==> config.mk <==
export PLATFORM = sky130hd
export DESIGN_NAME = otpov_top
export DESIGN_NICKNAME = d
export VERILOG_FILES = /design/src/otpov_pkg.sv /design/src/otpov_seq.sv /design/src/otpov_top.sv
export SDC_FILE = /design/constraint.sdc
export NUM_CORES = 2
export LEC_CHECK = 0
export BUFFER_PORTS_ARGS = -buffer_cell sky130_fd_sc_hd__buf_2
export CAP_MARGIN = 20
export CORE_ASPECT_RATIO = 1.25
export CORE_MARGIN = 1
export CORE_UTILIZATION = 53
export CTS_CLUSTER_DIAMETER = 200
export DETAILED_ROUTE_END_ITERATION = 8
export PLACE_DENSITY = 0.69
export SETUP_SLACK_MARGIN = 0.4
export SYNTH_ARGS = -nofsm -noshare
export SYNTH_HDL_FRONTEND = slang
export SYNTH_HIERARCHICAL = 1
export SYNTH_SLANG_ARGS = --single-unit
==> constraint.sdc <==
create_clock -name CORE_CLK -period 4.3 [get_ports CORE_CLK]
set_input_delay 0.43 -clock CORE_CLK [delete_from_list [all_inputs] [get_ports CORE_CLK]]
set_output_delay 0.43 -clock CORE_CLK [all_outputs]
set_load 0.02 [all_outputs]
==> src/otpov_pkg.sv <==
package otpov_pkg;

	// ==========================================================================
	// Geometry.
	localparam int          ADDR_W        = 20;
	localparam int          DATA_W        = 32;
	localparam int          OTP_WORDS     = 64;
	localparam int          OTP_AW        = 6;
	localparam logic [19:0] TOP_OTP_LO    = 20'h00000;
	localparam logic [19:0] TOP_OTP_HI    = 20'h0003F;
	localparam logic [19:0] BOT32_OTP_LO  = 20'hFFFC0;
	localparam logic [19:0] BOT32_OTP_HI  = 20'hFFFFF;
	localparam logic [19:0] BOT16_OTP_LO  = 20'h7FFC0;
	localparam logic [19:0] BOT16_OTP_HI  = 20'h7FFFF;
	localparam logic [19:0] TOP_INV_LO    = 20'h00040;
	localparam logic [19:0] TOP_INV_HI    = 20'h007FF;
	localparam logic [19:0] BOT_INV_LO    = 20'h0FF00;
	localparam logic [19:0] BOT_INV_HI    = 20'hFFF7F;
	localparam logic [5:0]  TOP_BOOT_SECT = 6'h00;
	localparam logic [5:0]  BOT_BOOT_SECT = 6'h2D;
	localparam int          NUM_SECT      = 46;
	localparam logic [31:0] INVALID_DATA  = 32'hFFFFFFFF;
	localparam logic [31:0] ERASED_WORD   = 32'hFFFFFFFF;

	// ==========================================================================
	// Register map.
	localparam logic [3:0]  REG_CMD       = 4'h0;
	localparam logic [3:0]  REG_ADDR      = 4'h1;
	localparam logic [3:0]  REG_WDATA     = 4'h2;
	localparam logic [3:0]  REG_RDATA     = 4'h3;
	localparam logic [3:0]  REG_STATUS    = 4'h4;
	localparam logic [3:0]  REG_CONFIG    = 4'h5;
	localparam logic [3:0]  REG_GUARD     = 4'h6;
	localparam logic [31:0] CONFIG_RESET  = 32'h00000000;
	localparam int          CFG_BOTTOM    = 0;
	localparam int          CFG_D16       = 1;
	localparam int          ST_OVERLAY    = 0;
	localparam int          ST_SUSP       = 1;
	localparam int          ST_BUSY       = 2;
	localparam int          ST_OTP_LOCK   = 3;
	localparam int          ST_OTP_PROG   = 4;
	localparam int          ST_IGNORED    = 5;
	localparam int          ST_BUSY_W     = 4;
	localparam logic [3:0]  BUSY_CYCLES   = 4'h8;

	// ==========================================================================
	// Commands.
	typedef enum logic [3:0] {
		OTPOV_NOP = 4'h0, OTPOV_READ = 4'h1, OTPOV_PROG = 4'h2, OTPOV_SECT_ERASE = 4'h3,
		OTPOV_CHIP_ERASE = 4'h4, OTPOV_SUSPEND = 4'h5, OTPOV_RESUME = 4'h6,
		OTPOV_BYPASS = 4'h7, OTPOV_CFI = 4'h8, OTPOV_ACCEL = 4'h9,
		OTPOV_ENTRY = 4'hA, OTPOV_EXIT = 4'hB, OTPOV_LOCK_OTP = 4'hC,
		OTPOV_GUARD_PROG = 4'hD, OTPOV_GUARD_VERIFY = 4'hE, OTPOV_PGUARD_OP = 4'hF
	} otpov_cmd_type;

	typedef struct packed {
		logic [ADDR_W-1:0] addr;
		logic [DATA_W-1:0] data;
	} otpov_req_type;

endpackage : otpov_pkg

==> src/otpov_seq.sv <==
`timescale 1ns/100ps
// ==========================================================================
// Unlock-cycle sequencer: counts entry and exit cycles.
module otpov_seq #(
	parameter int ENTRY_LEN = 3,
	parameter int EXIT_LEN  = 4
) (
	input  wire logic CORE_CLK,
	input  wire logic RST,
	input  wire logic cyc_entry,
	input  wire logic cyc_exit,
	output logic      entry_done,
	output logic      exit_done
);
	logic [2:0] ent_q;
	logic [2:0] ext_q;

	always_ff @(posedge CORE_CLK) begin
		if (RST || cyc_exit) begin
			ent_q <= 3'h0;
		end else if (cyc_entry) begin
			ent_q <= (ent_q == 3'(ENTRY_LEN - 1)) ? 3'h0 : ent_q + 3'h1;
		end
	end

	always_ff @(posedge CORE_CLK) begin
		if (RST || cyc_entry) begin
			ext_q <= 3'h0;
		end else if (cyc_exit) begin
			ext_q <= (ext_q == 3'(EXIT_LEN - 1)) ? 3'h0 : ext_q + 3'h1;
		end
	end

	assign entry_done = cyc_entry && (ent_q == 3'(ENTRY_LEN - 1));
	assign exit_done  = cyc_exit && (ext_q == 3'(EXIT_LEN - 1));

endmodule : otpov_seq

==> src/otpov_top.sv <==
// Local design decisions: the address map and the Avalon-MM slave port.
`timescale 1ns/100ps
module otpov_top #(
	parameter int ADDR_W = otpov_pkg::ADDR_W,
	parameter int DATA_W = otpov_pkg::DATA_W
) (
	input  wire logic        CORE_CLK,
	input  wire logic        RST,
	input  wire logic [3:0]  AVS_ADDRESS,
	input  wire logic        AVS_READ,
	input  wire logic        AVS_WRITE,
	input  wire logic [31:0] AVS_WRITEDATA,
	input  wire logic [3:0]  AVS_BYTEENABLE,
	output logic      [31:0] AVS_READDATA,
	output logic             AVS_WAITREQUEST,
	output logic             OVERLAY_ACTIVE
);
	// ==========================================================================
	// Storage: region words and a small main array model of sector tags.
	logic [DATA_W-1:0]          otp_mem [otpov_pkg::OTP_WORDS] = '{default: otpov_pkg::ERASED_WORD};
	logic [DATA_W-1:0]          arr_mem [otpov_pkg::OTP_WORDS];
	logic [otpov_pkg::NUM_SECT-1:0] sect_erased_q;
	logic [otpov_pkg::NUM_SECT-1:0] vguard_q;
	logic                       overlay_q;
	logic                       susp_q;
	logic                       otp_prog_q = 1'b0;
	logic                       otp_lock_q = 1'b0;
	logic                       ignored_q;
	logic [3:0]                 busy_q;
	logic [31:0]                config_q;
	otpov_pkg::otpov_req_type   req_q;
	logic [31:0]                rdata_q;
	logic                       ack_q;
	logic                       wr_fire;
	logic                       rd_fire;
	logic                       cmd_fire;
	otpov_pkg::otpov_cmd_type   cmd;
	logic                       entry_done;
	logic                       exit_done;
	logic                       bottom;
	logic                       d16;
	logic [5:0]                 boot_sect;
	logic [5:0]                 req_sect;
	logic                       in_region;
	logic [31:0]                read_value;

	function automatic logic in_rng(input logic [19:0] a, input logic [19:0] lo, input logic [19:0] hi);
		in_rng = (a >= lo) && (a <= hi);
	endfunction : in_rng

	// ==========================================================================
	// Bus handshake: one wait cycle, answer in the following cycle.
	assign wr_fire  = AVS_WRITE && ack_q;
	// Read data is loaded when the request is first seen, so it stands when waitrequest is sampled low.
	assign rd_fire  = AVS_READ && !ack_q;
	assign cmd_fire = wr_fire && (AVS_ADDRESS == otpov_pkg::REG_CMD);
	assign cmd      = otpov_pkg::otpov_cmd_type'(AVS_WRITEDATA[3:0]);

	always_ff @(posedge CORE_CLK) begin
		if (RST) begin
			ack_q <= 1'b0;
		end else begin
			ack_q <= (AVS_READ || AVS_WRITE) && !ack_q;
		end
	end

	always_ff @(posedge CORE_CLK) begin
		if (RST) begin
			AVS_WAITREQUEST <= 1'b1;
		end else begin
			AVS_WAITREQUEST <= !((AVS_READ || AVS_WRITE) && !ack_q);
		end
	end

	// ==========================================================================
	// Address decode of the overlay window.
	assign bottom    = config_q[otpov_pkg::CFG_BOTTOM];
	assign d16       = config_q[otpov_pkg::CFG_D16];
	assign boot_sect = bottom ? otpov_pkg::BOT_BOOT_SECT : otpov_pkg::TOP_BOOT_SECT;
	assign req_sect  = req_q.addr[19:14];
	assign in_region = !bottom ? in_rng(req_q.addr, otpov_pkg::TOP_OTP_LO, otpov_pkg::TOP_OTP_HI) :
		(d16 ? in_rng(req_q.addr, otpov_pkg::BOT16_OTP_LO, otpov_pkg::BOT16_OTP_HI) :
		in_rng(req_q.addr, otpov_pkg::BOT32_OTP_LO, otpov_pkg::BOT32_OTP_HI));

	always_comb begin
		if (busy_q != 4'h0) begin
			read_value = 32'(busy_q);
		end else if (overlay_q && in_region) begin
			read_value = otp_mem[req_q.addr[5:0]];
		end else if (overlay_q) begin
			read_value = otpov_pkg::INVALID_DATA;
		end else if (sect_erased_q[req_sect]) begin
			read_value = otpov_pkg::ERASED_WORD;
		end else begin
			read_value = arr_mem[req_q.addr[5:0]];
		end
	end

	// ==========================================================================
	// Software registers.
	always_ff @(posedge CORE_CLK) begin
		if (RST) begin
			req_q    <= '0;
			config_q <= otpov_pkg::CONFIG_RESET;
		end else if (wr_fire) begin
			if (AVS_ADDRESS == otpov_pkg::REG_ADDR) begin
				req_q.addr <= AVS_WRITEDATA[19:0];
			end
			if (AVS_ADDRESS == otpov_pkg::REG_WDATA) begin
				req_q.data <= AVS_WRITEDATA;
			end
			if (AVS_ADDRESS == otpov_pkg::REG_CONFIG && AVS_BYTEENABLE[0]) begin
				config_q <= {30'h0, AVS_WRITEDATA[1:0]};
			end
		end
	end

	always_ff @(posedge CORE_CLK) begin
		if (RST) begin
			rdata_q <= 32'h0;
		end else if (cmd_fire && cmd == otpov_pkg::OTPOV_READ) begin
			rdata_q <= read_value;
		end else if (cmd_fire && cmd == otpov_pkg::OTPOV_GUARD_VERIFY) begin
			rdata_q <= (!overlay_q && req_sect == boot_sect) ? otpov_pkg::INVALID_DATA :
				{31'h0, vguard_q[req_sect]};
		end
	end

	always_ff @(posedge CORE_CLK) begin
		if (RST) begin
			AVS_READDATA <= 32'h0;
		end else if (rd_fire) begin
			unique case (AVS_ADDRESS)
				otpov_pkg::REG_ADDR:   AVS_READDATA <= {12'h0, req_q.addr};
				otpov_pkg::REG_WDATA:  AVS_READDATA <= req_q.data;
				otpov_pkg::REG_RDATA:  AVS_READDATA <= rdata_q;
				otpov_pkg::REG_STATUS: AVS_READDATA <= {22'h0, busy_q, ignored_q, otp_prog_q, otp_lock_q,
					busy_q != 4'h0, susp_q, overlay_q};
				otpov_pkg::REG_CONFIG: AVS_READDATA <= config_q;
				otpov_pkg::REG_GUARD:  AVS_READDATA <= {18'h0, vguard_q[45:32]};
				default:               AVS_READDATA <= 32'h0;
			endcase
		end
	end

	// ==========================================================================
	// Entry and exit sequences.
	otpov_seq #(
		.ENTRY_LEN (3),
		.EXIT_LEN  (4)
	) u_seq (
		.CORE_CLK   (CORE_CLK),
		.RST        (RST),
		.cyc_entry  (cmd_fire && cmd == otpov_pkg::OTPOV_ENTRY),
		.cyc_exit   (cmd_fire && cmd == otpov_pkg::OTPOV_EXIT),
		.entry_done (entry_done),
		.exit_done  (exit_done)
	);

	// Power loss is modelled by reset; only the exit sequence clears it otherwise.
	always_ff @(posedge CORE_CLK) begin
		if (RST) begin
			overlay_q <= 1'b0;
		end else if (exit_done) begin
			overlay_q <= 1'b0;
		end else if (entry_done) begin
			overlay_q <= 1'b1;
		end
	end

	always_ff @(posedge CORE_CLK) begin
		if (RST) begin
			OVERLAY_ACTIVE <= 1'b0;
		end else begin
			OVERLAY_ACTIVE <= overlay_q ? !exit_done : entry_done;
		end
	end

	// ==========================================================================
	// Suspend and resume; the host owns the resume after exit.
	always_ff @(posedge CORE_CLK) begin
		if (RST) begin
			susp_q <= 1'b0;
		end else if (cmd_fire && !overlay_q) begin
			if (cmd == otpov_pkg::OTPOV_SUSPEND) begin
				susp_q <= 1'b1;
			end else if (cmd == otpov_pkg::OTPOV_RESUME) begin
				susp_q <= 1'b0;
			end
		end
	end

	always_ff @(posedge CORE_CLK) begin
		if (RST) begin
			ignored_q <= 1'b0;
		end else if (cmd_fire) begin
			ignored_q <= overlay_q && (cmd inside {otpov_pkg::OTPOV_BYPASS, otpov_pkg::OTPOV_CFI,
				otpov_pkg::OTPOV_ACCEL, otpov_pkg::OTPOV_SUSPEND, otpov_pkg::OTPOV_RESUME});
		end
	end

	// Status-returning guard and password operations.
	always_ff @(posedge CORE_CLK) begin
		if (RST) begin
			busy_q <= 4'h0;
		end else if (cmd_fire && cmd == otpov_pkg::OTPOV_PGUARD_OP) begin
			busy_q <= otpov_pkg::BUSY_CYCLES;
		end else if (busy_q != 4'h0) begin
			busy_q <= busy_q - 4'h1;
		end
	end

	// ==========================================================================
	// Program, lock and erase.
	// The region and its flags are non-volatile: reset stands for power loss and leaves them alone.
	always_ff @(posedge CORE_CLK) begin
		if (cmd_fire && overlay_q && !otp_lock_q) begin
			if (cmd == otpov_pkg::OTPOV_PROG && in_region) begin
				otp_prog_q <= 1'b1;
			end
			if (cmd == otpov_pkg::OTPOV_LOCK_OTP) begin
				otp_lock_q <= 1'b1;
			end
		end
	end

	always_ff @(posedge CORE_CLK) begin
		if (cmd_fire && cmd == otpov_pkg::OTPOV_PROG && overlay_q && in_region && !otp_lock_q && !otp_prog_q) begin
			otp_mem[req_q.addr[5:0]] <= otp_mem[req_q.addr[5:0]] & req_q.data;
		end
	end

	// Sector erase and chip erase never touch the region store above.
	always_ff @(posedge CORE_CLK) begin
		if (RST) begin
			sect_erased_q <= '0;
		end else if (cmd_fire && cmd == otpov_pkg::OTPOV_SECT_ERASE && !(overlay_q && in_region)) begin
			sect_erased_q[req_sect] <= 1'b1;
		end else if (cmd_fire && cmd == otpov_pkg::OTPOV_CHIP_ERASE) begin
			sect_erased_q <= {otpov_pkg::NUM_SECT{1'b1}} & ~(46'h1 << boot_sect);
		end else if (cmd_fire && cmd == otpov_pkg::OTPOV_PROG && !overlay_q) begin
			sect_erased_q[req_sect] <= 1'b0;
		end
	end

	always_ff @(posedge CORE_CLK) begin
		if (cmd_fire && cmd == otpov_pkg::OTPOV_PROG && !overlay_q) begin
			arr_mem[req_q.addr[5:0]] <= req_q.data;
		end
	end

	always_ff @(posedge CORE_CLK) begin
		if (RST) begin
			vguard_q <= '0;
		end else if (cmd_fire && cmd == otpov_pkg::OTPOV_GUARD_PROG && (overlay_q || req_sect != boot_sect)) begin
			vguard_q[req_sect] <= req_q.data[0];
		end
	end

	// ==========================================================================
	// Checks.
	property p_ovl_entry;
		@(posedge CORE_CLK) disable iff (RST) entry_done && !exit_done |=> overlay_q;
	endproperty
	a_ovl_entry: assert property (p_ovl_entry) else $error("Overlay not set after entry.");

	property p_ovl_hold;
		@(posedge CORE_CLK) disable iff (RST) overlay_q && !exit_done |=> overlay_q;
	endproperty
	a_ovl_hold: assert property (p_ovl_hold) else $error("Overlay dropped without exit.");

	property p_no_susp;
		@(posedge CORE_CLK) disable iff (RST)
			overlay_q && cmd_fire && cmd == otpov_pkg::OTPOV_SUSPEND |=> $stable(susp_q);
	endproperty
	a_no_susp: assert property (p_no_susp) else $error("Suspend taken under overlay.");

	property p_no_resume;
		@(posedge CORE_CLK) disable iff (RST)
			overlay_q && susp_q && cmd_fire && cmd == otpov_pkg::OTPOV_RESUME |=> susp_q;
	endproperty
	a_no_resume: assert property (p_no_resume) else $error("Resume taken under overlay.");

	property p_lock_sticky;
		@(posedge CORE_CLK) disable iff (RST) otp_lock_q |=> otp_lock_q;
	endproperty
	a_lock_sticky: assert property (p_lock_sticky) else $error("Region lock cleared.");

	property p_guard_boot;
		@(posedge CORE_CLK) disable iff (RST)
			!overlay_q && cmd_fire && cmd == otpov_pkg::OTPOV_GUARD_PROG && req_sect == boot_sect
			|=> $stable(vguard_q[boot_sect]);
	endproperty
	a_guard_boot: assert property (p_guard_boot) else $error("Boot guard bit changed.");

	property p_chip_spare;
		@(posedge CORE_CLK) disable iff (RST)
			cmd_fire && cmd == otpov_pkg::OTPOV_CHIP_ERASE |=> !sect_erased_q[boot_sect];
	endproperty
	a_chip_spare: assert property (p_chip_spare) else $error("Chip erase hit boot sector.");

	property p_busy_status;
		@(posedge CORE_CLK) disable iff (RST)
			cmd_fire && cmd == otpov_pkg::OTPOV_PGUARD_OP |=> (busy_q == otpov_pkg::BUSY_CYCLES) [*1] ##7 (busy_q == 4'h1);
	endproperty
	a_busy_status: assert property (p_busy_status) else $error("Status window length wrong.");

	property p_out_invalid;
		@(posedge CORE_CLK) disable iff (RST)
			overlay_q && !in_region && busy_q == 4'h0 |-> read_value == otpov_pkg::INVALID_DATA;
	endproperty
	a_out_invalid: assert property (p_out_invalid) else $error("Overlay read not invalid.");

	property p_ign_cmd;
		@(posedge CORE_CLK) disable iff (RST)
			overlay_q && cmd_fire && cmd inside {otpov_pkg::OTPOV_BYPASS, otpov_pkg::OTPOV_CFI, otpov_pkg::OTPOV_ACCEL}
			|=> ignored_q;
	endproperty
	a_ign_cmd: assert property (p_ign_cmd) else $error("Overlay command not ignored.");

	c_entry: cover property (@(posedge CORE_CLK) disable iff (RST) entry_done);
	c_ignored: cover property (@(posedge CORE_CLK) disable iff (RST) $rose(ignored_q));
	c_exit: cover property (@(posedge CORE_CLK) disable iff (RST) overlay_q && exit_done);
	c_lock: cover property (@(posedge CORE_CLK) disable iff (RST) $rose(otp_lock_q));

endmodule : otpov_top
==> metrics.md <==
| Metric | Value |
|---|---|
| Final hold violations | `0` |
| FMAX | `around 270 MHz` |
| GR Util met1 | `37.27%` |
| #FFs+latches synth | `2280` |
| Worst-margin pin slew | `between 1000 and 1500 ps` |
| Die area | `between 150000 and 200000 um^2` |
| EDFF count, synth | `about 2000` |
| Syn Inst Count | `4769` |
| Clk_lat worst skew | `around 860 ps` |
| Final GP Congestion | `a little over 0.9` |
| Clock transition at path regs | `~70 ps` |
| Gr usage total | `28.69%` |
| DP HPWL | `143.4 mm` |
| Vias post-DR | `49050` |
| RSZ-0062 raised after global routing | `no` |
| Fillers | `11570` |
| CTS root buf | `clkbuf_16` |
| Final Cycle Share | `around 87%` |
| Register area share after synthesis | `between 70% and 80%` |
| H-tree lvl count | `4` |
| Total of max-cap violations | `0` |
| Syn Area/Cell | `~19 um^2` |
| Slew HR | `13.90%` |
| Crit. End Element | `register` |
| Status | `finished, final reports clean` |
| 1st-iter DRT viols | `7086` |
| Die Width | `between 300 and 400 um` |
| TritonCTS clock tree | `built` |
| Largest net degree at the start of global routing | `between 100 and 150` |
| PwrDens | `around 420 nW/um^2` |
| Nets | `about 5100` |
| Clock net sink count | `around 2300` |
| Die height | `between 400 and 500 um` |
| Crit path DAT | `about 4400 ps` |
| Synthesis Warnings | `6` |
| Share of the synthesized area in the top cell type | `a little over two thirds` |
| Clock skew | `about 40 ps` |
| Number of I/O pins | `78` |
| Area growth syn-to-layout | `14.12%` |
| Max-slew violation count | `0` |
| Post-synthesis async set-or-reset flop share | `0%` |
| LEAKAGE | `26.00 nW` |
| Switching part of the total | `approximately a fifth` |
| Crit start category | `register` |
| Critical Path RT | `approximately 5000 ps` |
| Total core area | `about 170000 um^2` |
| Synth top area cells | `edfxtp_1 70%, mux4_2 12%, dfxtp_1 5.3%, mux2i_1 1.8%, a21oi_1 1.2%` |
| Tmin final | `3726 ps` |
| First-pass GRT wire length | `roughly 340 mm` |
| Drt pass-1 iters | `6` |
| Hold Slack | `43.24 ps` |
| Distinct cells, synth | `80` |
| Most used routing layer | `met2` |
| Share of cells above drive strength 1 | `25.12%` |
| FP Rows | `roughly 170` |
| Met2 Usage GRT | `a little under half` |
| Worst VDD drop | `~0.00044 V` |
| Initial antenna violation count | `16` |
| Grt ovf | `0` |
| Reg power frac | `roughly 56%` |
| Count leader, synth | `edfxtp_1` |
| Post-CTS Setup Bufs | `0` |
| Pwr Total | `roughly 42 mW` |
| Min-Delay Path Class | `in -> reg` |
| Crit-path max FO | `25` |
| Ys flop type | `edfxtp_1` |
| Synth top cells by count | `2048 x edfxtp_1, 476 x mux4_2, 257 x nand2_1` |
| Synth Cell Area | `88360 um^2` |
| Antenna Nets Post-Route | `0` |
| I/O Buffers | `74` |
| Drc violations | `0` |
| Clock Power Share | `around 42%` |
| Met3 Track Usage GR | `~5.4%` |
| Cell taking the most area after synthesis | `edfxtp_1` |
| Drt total wl | `between 200 and 250 mm` |
| Internal | `between 30 and 40 mW` |
| Net switching power | `between 8 and 9 mW` |
| CTS Buffer Depth | `3` |
| Vias per cell | `~6.6` |
| Final setup vio count | `0` |
| Final TNS setup | `0 ps` |
| Vias in the first global route | `48300` |
| Setup CP Type | `reg -> reg` |
| Avg WL per Cell | `32.49 um` |
| Initial Util | `between 50 and 60%` |
| Comb power frac | `under 10%` |
| Cts bufs inserted | `201` |
| Synth Net Count | `~4800` |
## area by class of cell
cell class | count | area, um^2 | share of cell area [%]
sequential | 2280 | 66220 | 65.67
multi-input combinational | 2153 | 21400 | 21.22
clock buffer | 241 | 5328 | 5.284
timing repair buffer | 402 | 3891 | 3.859
tap | 2197 | 2749 | 2.726
clock inverter | 134 | 1195 | 1.185
inverter | 13 | 50.05 | 0.04963
antenna | 2 | 5.005 | 0.004963
## stage by stage
stage | setup slack (ps) | instances | instance area (um^2) | util [%]
3_5_place_dp | 524.8 | 7008 | 93940 | 56.69
4_1_cts | 524.1 | 7417 | 100800 | 60.83
5_1_grt | 446.2 | 7421 | 100800 | 60.85
3_3_place_gp | 567.9 | 7008 | 93940 | 56.69
6_report | 574.0 | 7422 | 100800 | 60.85
2_1_floorplan | 160.9 | 4769 | 88410 | -
## cells in the final DEF (no fill, tap or decap), types with 30 or more instances in the layout
cell type	n
nand2_1	257
buf_2	73
o21ai_0	134
nand4_1	52
nand3_1	36
buf_4	215
buf_12	77
dfxtp_1	194
dlygate4sd3_1	34
a21oi_1	207
o22ai_1	73
a31oi_1	63
nor2_4	65
edfxtp_1	2048
clkinv_1	42
a221oi_1	39
mux2i_1	156
clkbuf_1	30
mux4_2	476
a22oi_1	120
clkbuf_16	206
nor3_1	59
clkinv_2	39
nor2_1	144
## repair_timing
item                                    in CTS  in global routing
hold endpoints to repair                    61                  0
hold buffers                                34                  0
endpoints found under the setup margin       0                  1
resized for setup                            0                  1
## state kept, by name, summed over array words and instances, names as in the netlist, 2 cells and up, named ones only
name / count
arr_mem: 2048
config_q: 2
busy_q: 4
vguard_q: 46
u_seq/ext_q: 3
sect_erased_q: 46
rdata_q: 32
req_q: 52
AVS_READDATA: 32
u_seq/ent_q: 3
## final timing paths
| path | end | start | cells after the start | slack (ps) |
|---|---|---|---|---|
| min | config_q[0]$_SDFFE_PP0P_ | AVS_BYTEENABLE[0] | 5 | 40 |
| max reg2reg | rdata_q[19]$_SDFFE_PP0P_ | register | 8 | 570 |
| min reg2reg | ignored_q$_SDFFE_PP0P_ | ignored_q$_SDFFE_PP0P_ | 2 | 460 |
| max | rdata_q[19]$_SDFFE_PP0P_ | register | 8 | 570 |
## power groups by stage
stage / registers [mW] / clock network (mW) / logic, mW
floorplan: 24.3 / 0 / 0.237
global placement: 24.3 / 0 / 0.415
detailed placement: 24.3 / 0 / 0.421
CTS: 23.9 / 18.0 / 0.448
global route: 23.8 / 18.8 / 0.482
finish: 23.9 / 17.9 / 0.462
## cell families (layout without fill, tap and decap cells)
| group | count (synthesis) | after routing | share of synthesized area, % |
|---|---|---|---|
| AO/OA/AOI/OAI | 758 | 758 | 5.463 |
| XOR/XNOR | 3 | 3 | 0.02974 |
| adder cells (fa/ha/maj) | 2 | 2 | 0.02832 |
| buffers and inverters | 336 | 790 | 1.594 |
| flip-flops | 2280 | 2280 | 74.86 |
| multiplexers | 647 | 647 | 14.09 |
| other | 0 | 2 | 0 |
| AND/OR/NAND/NOR | 743 | 743 | 3.934 |
## metal layers
layer	vias up	wire, um	part of all wire, %
li1	20090	-	-
met1	25620	87150	36
met2	2786	117200	49
met3	556	23440	9.7
met4	8	13290	5.5
met5	-	62	0.026
## worst max-delay path, stage by stage (launching register included)
cell and delay (ps):
dfxtp_4 790, buf_12 260, buf_4 340, mux4_2 560, a22oi_1 230, a21oi_1 130, buf_4 210, a2111oi_0 840
a21oi_1 160
Power figures use the tool's default switching activity.
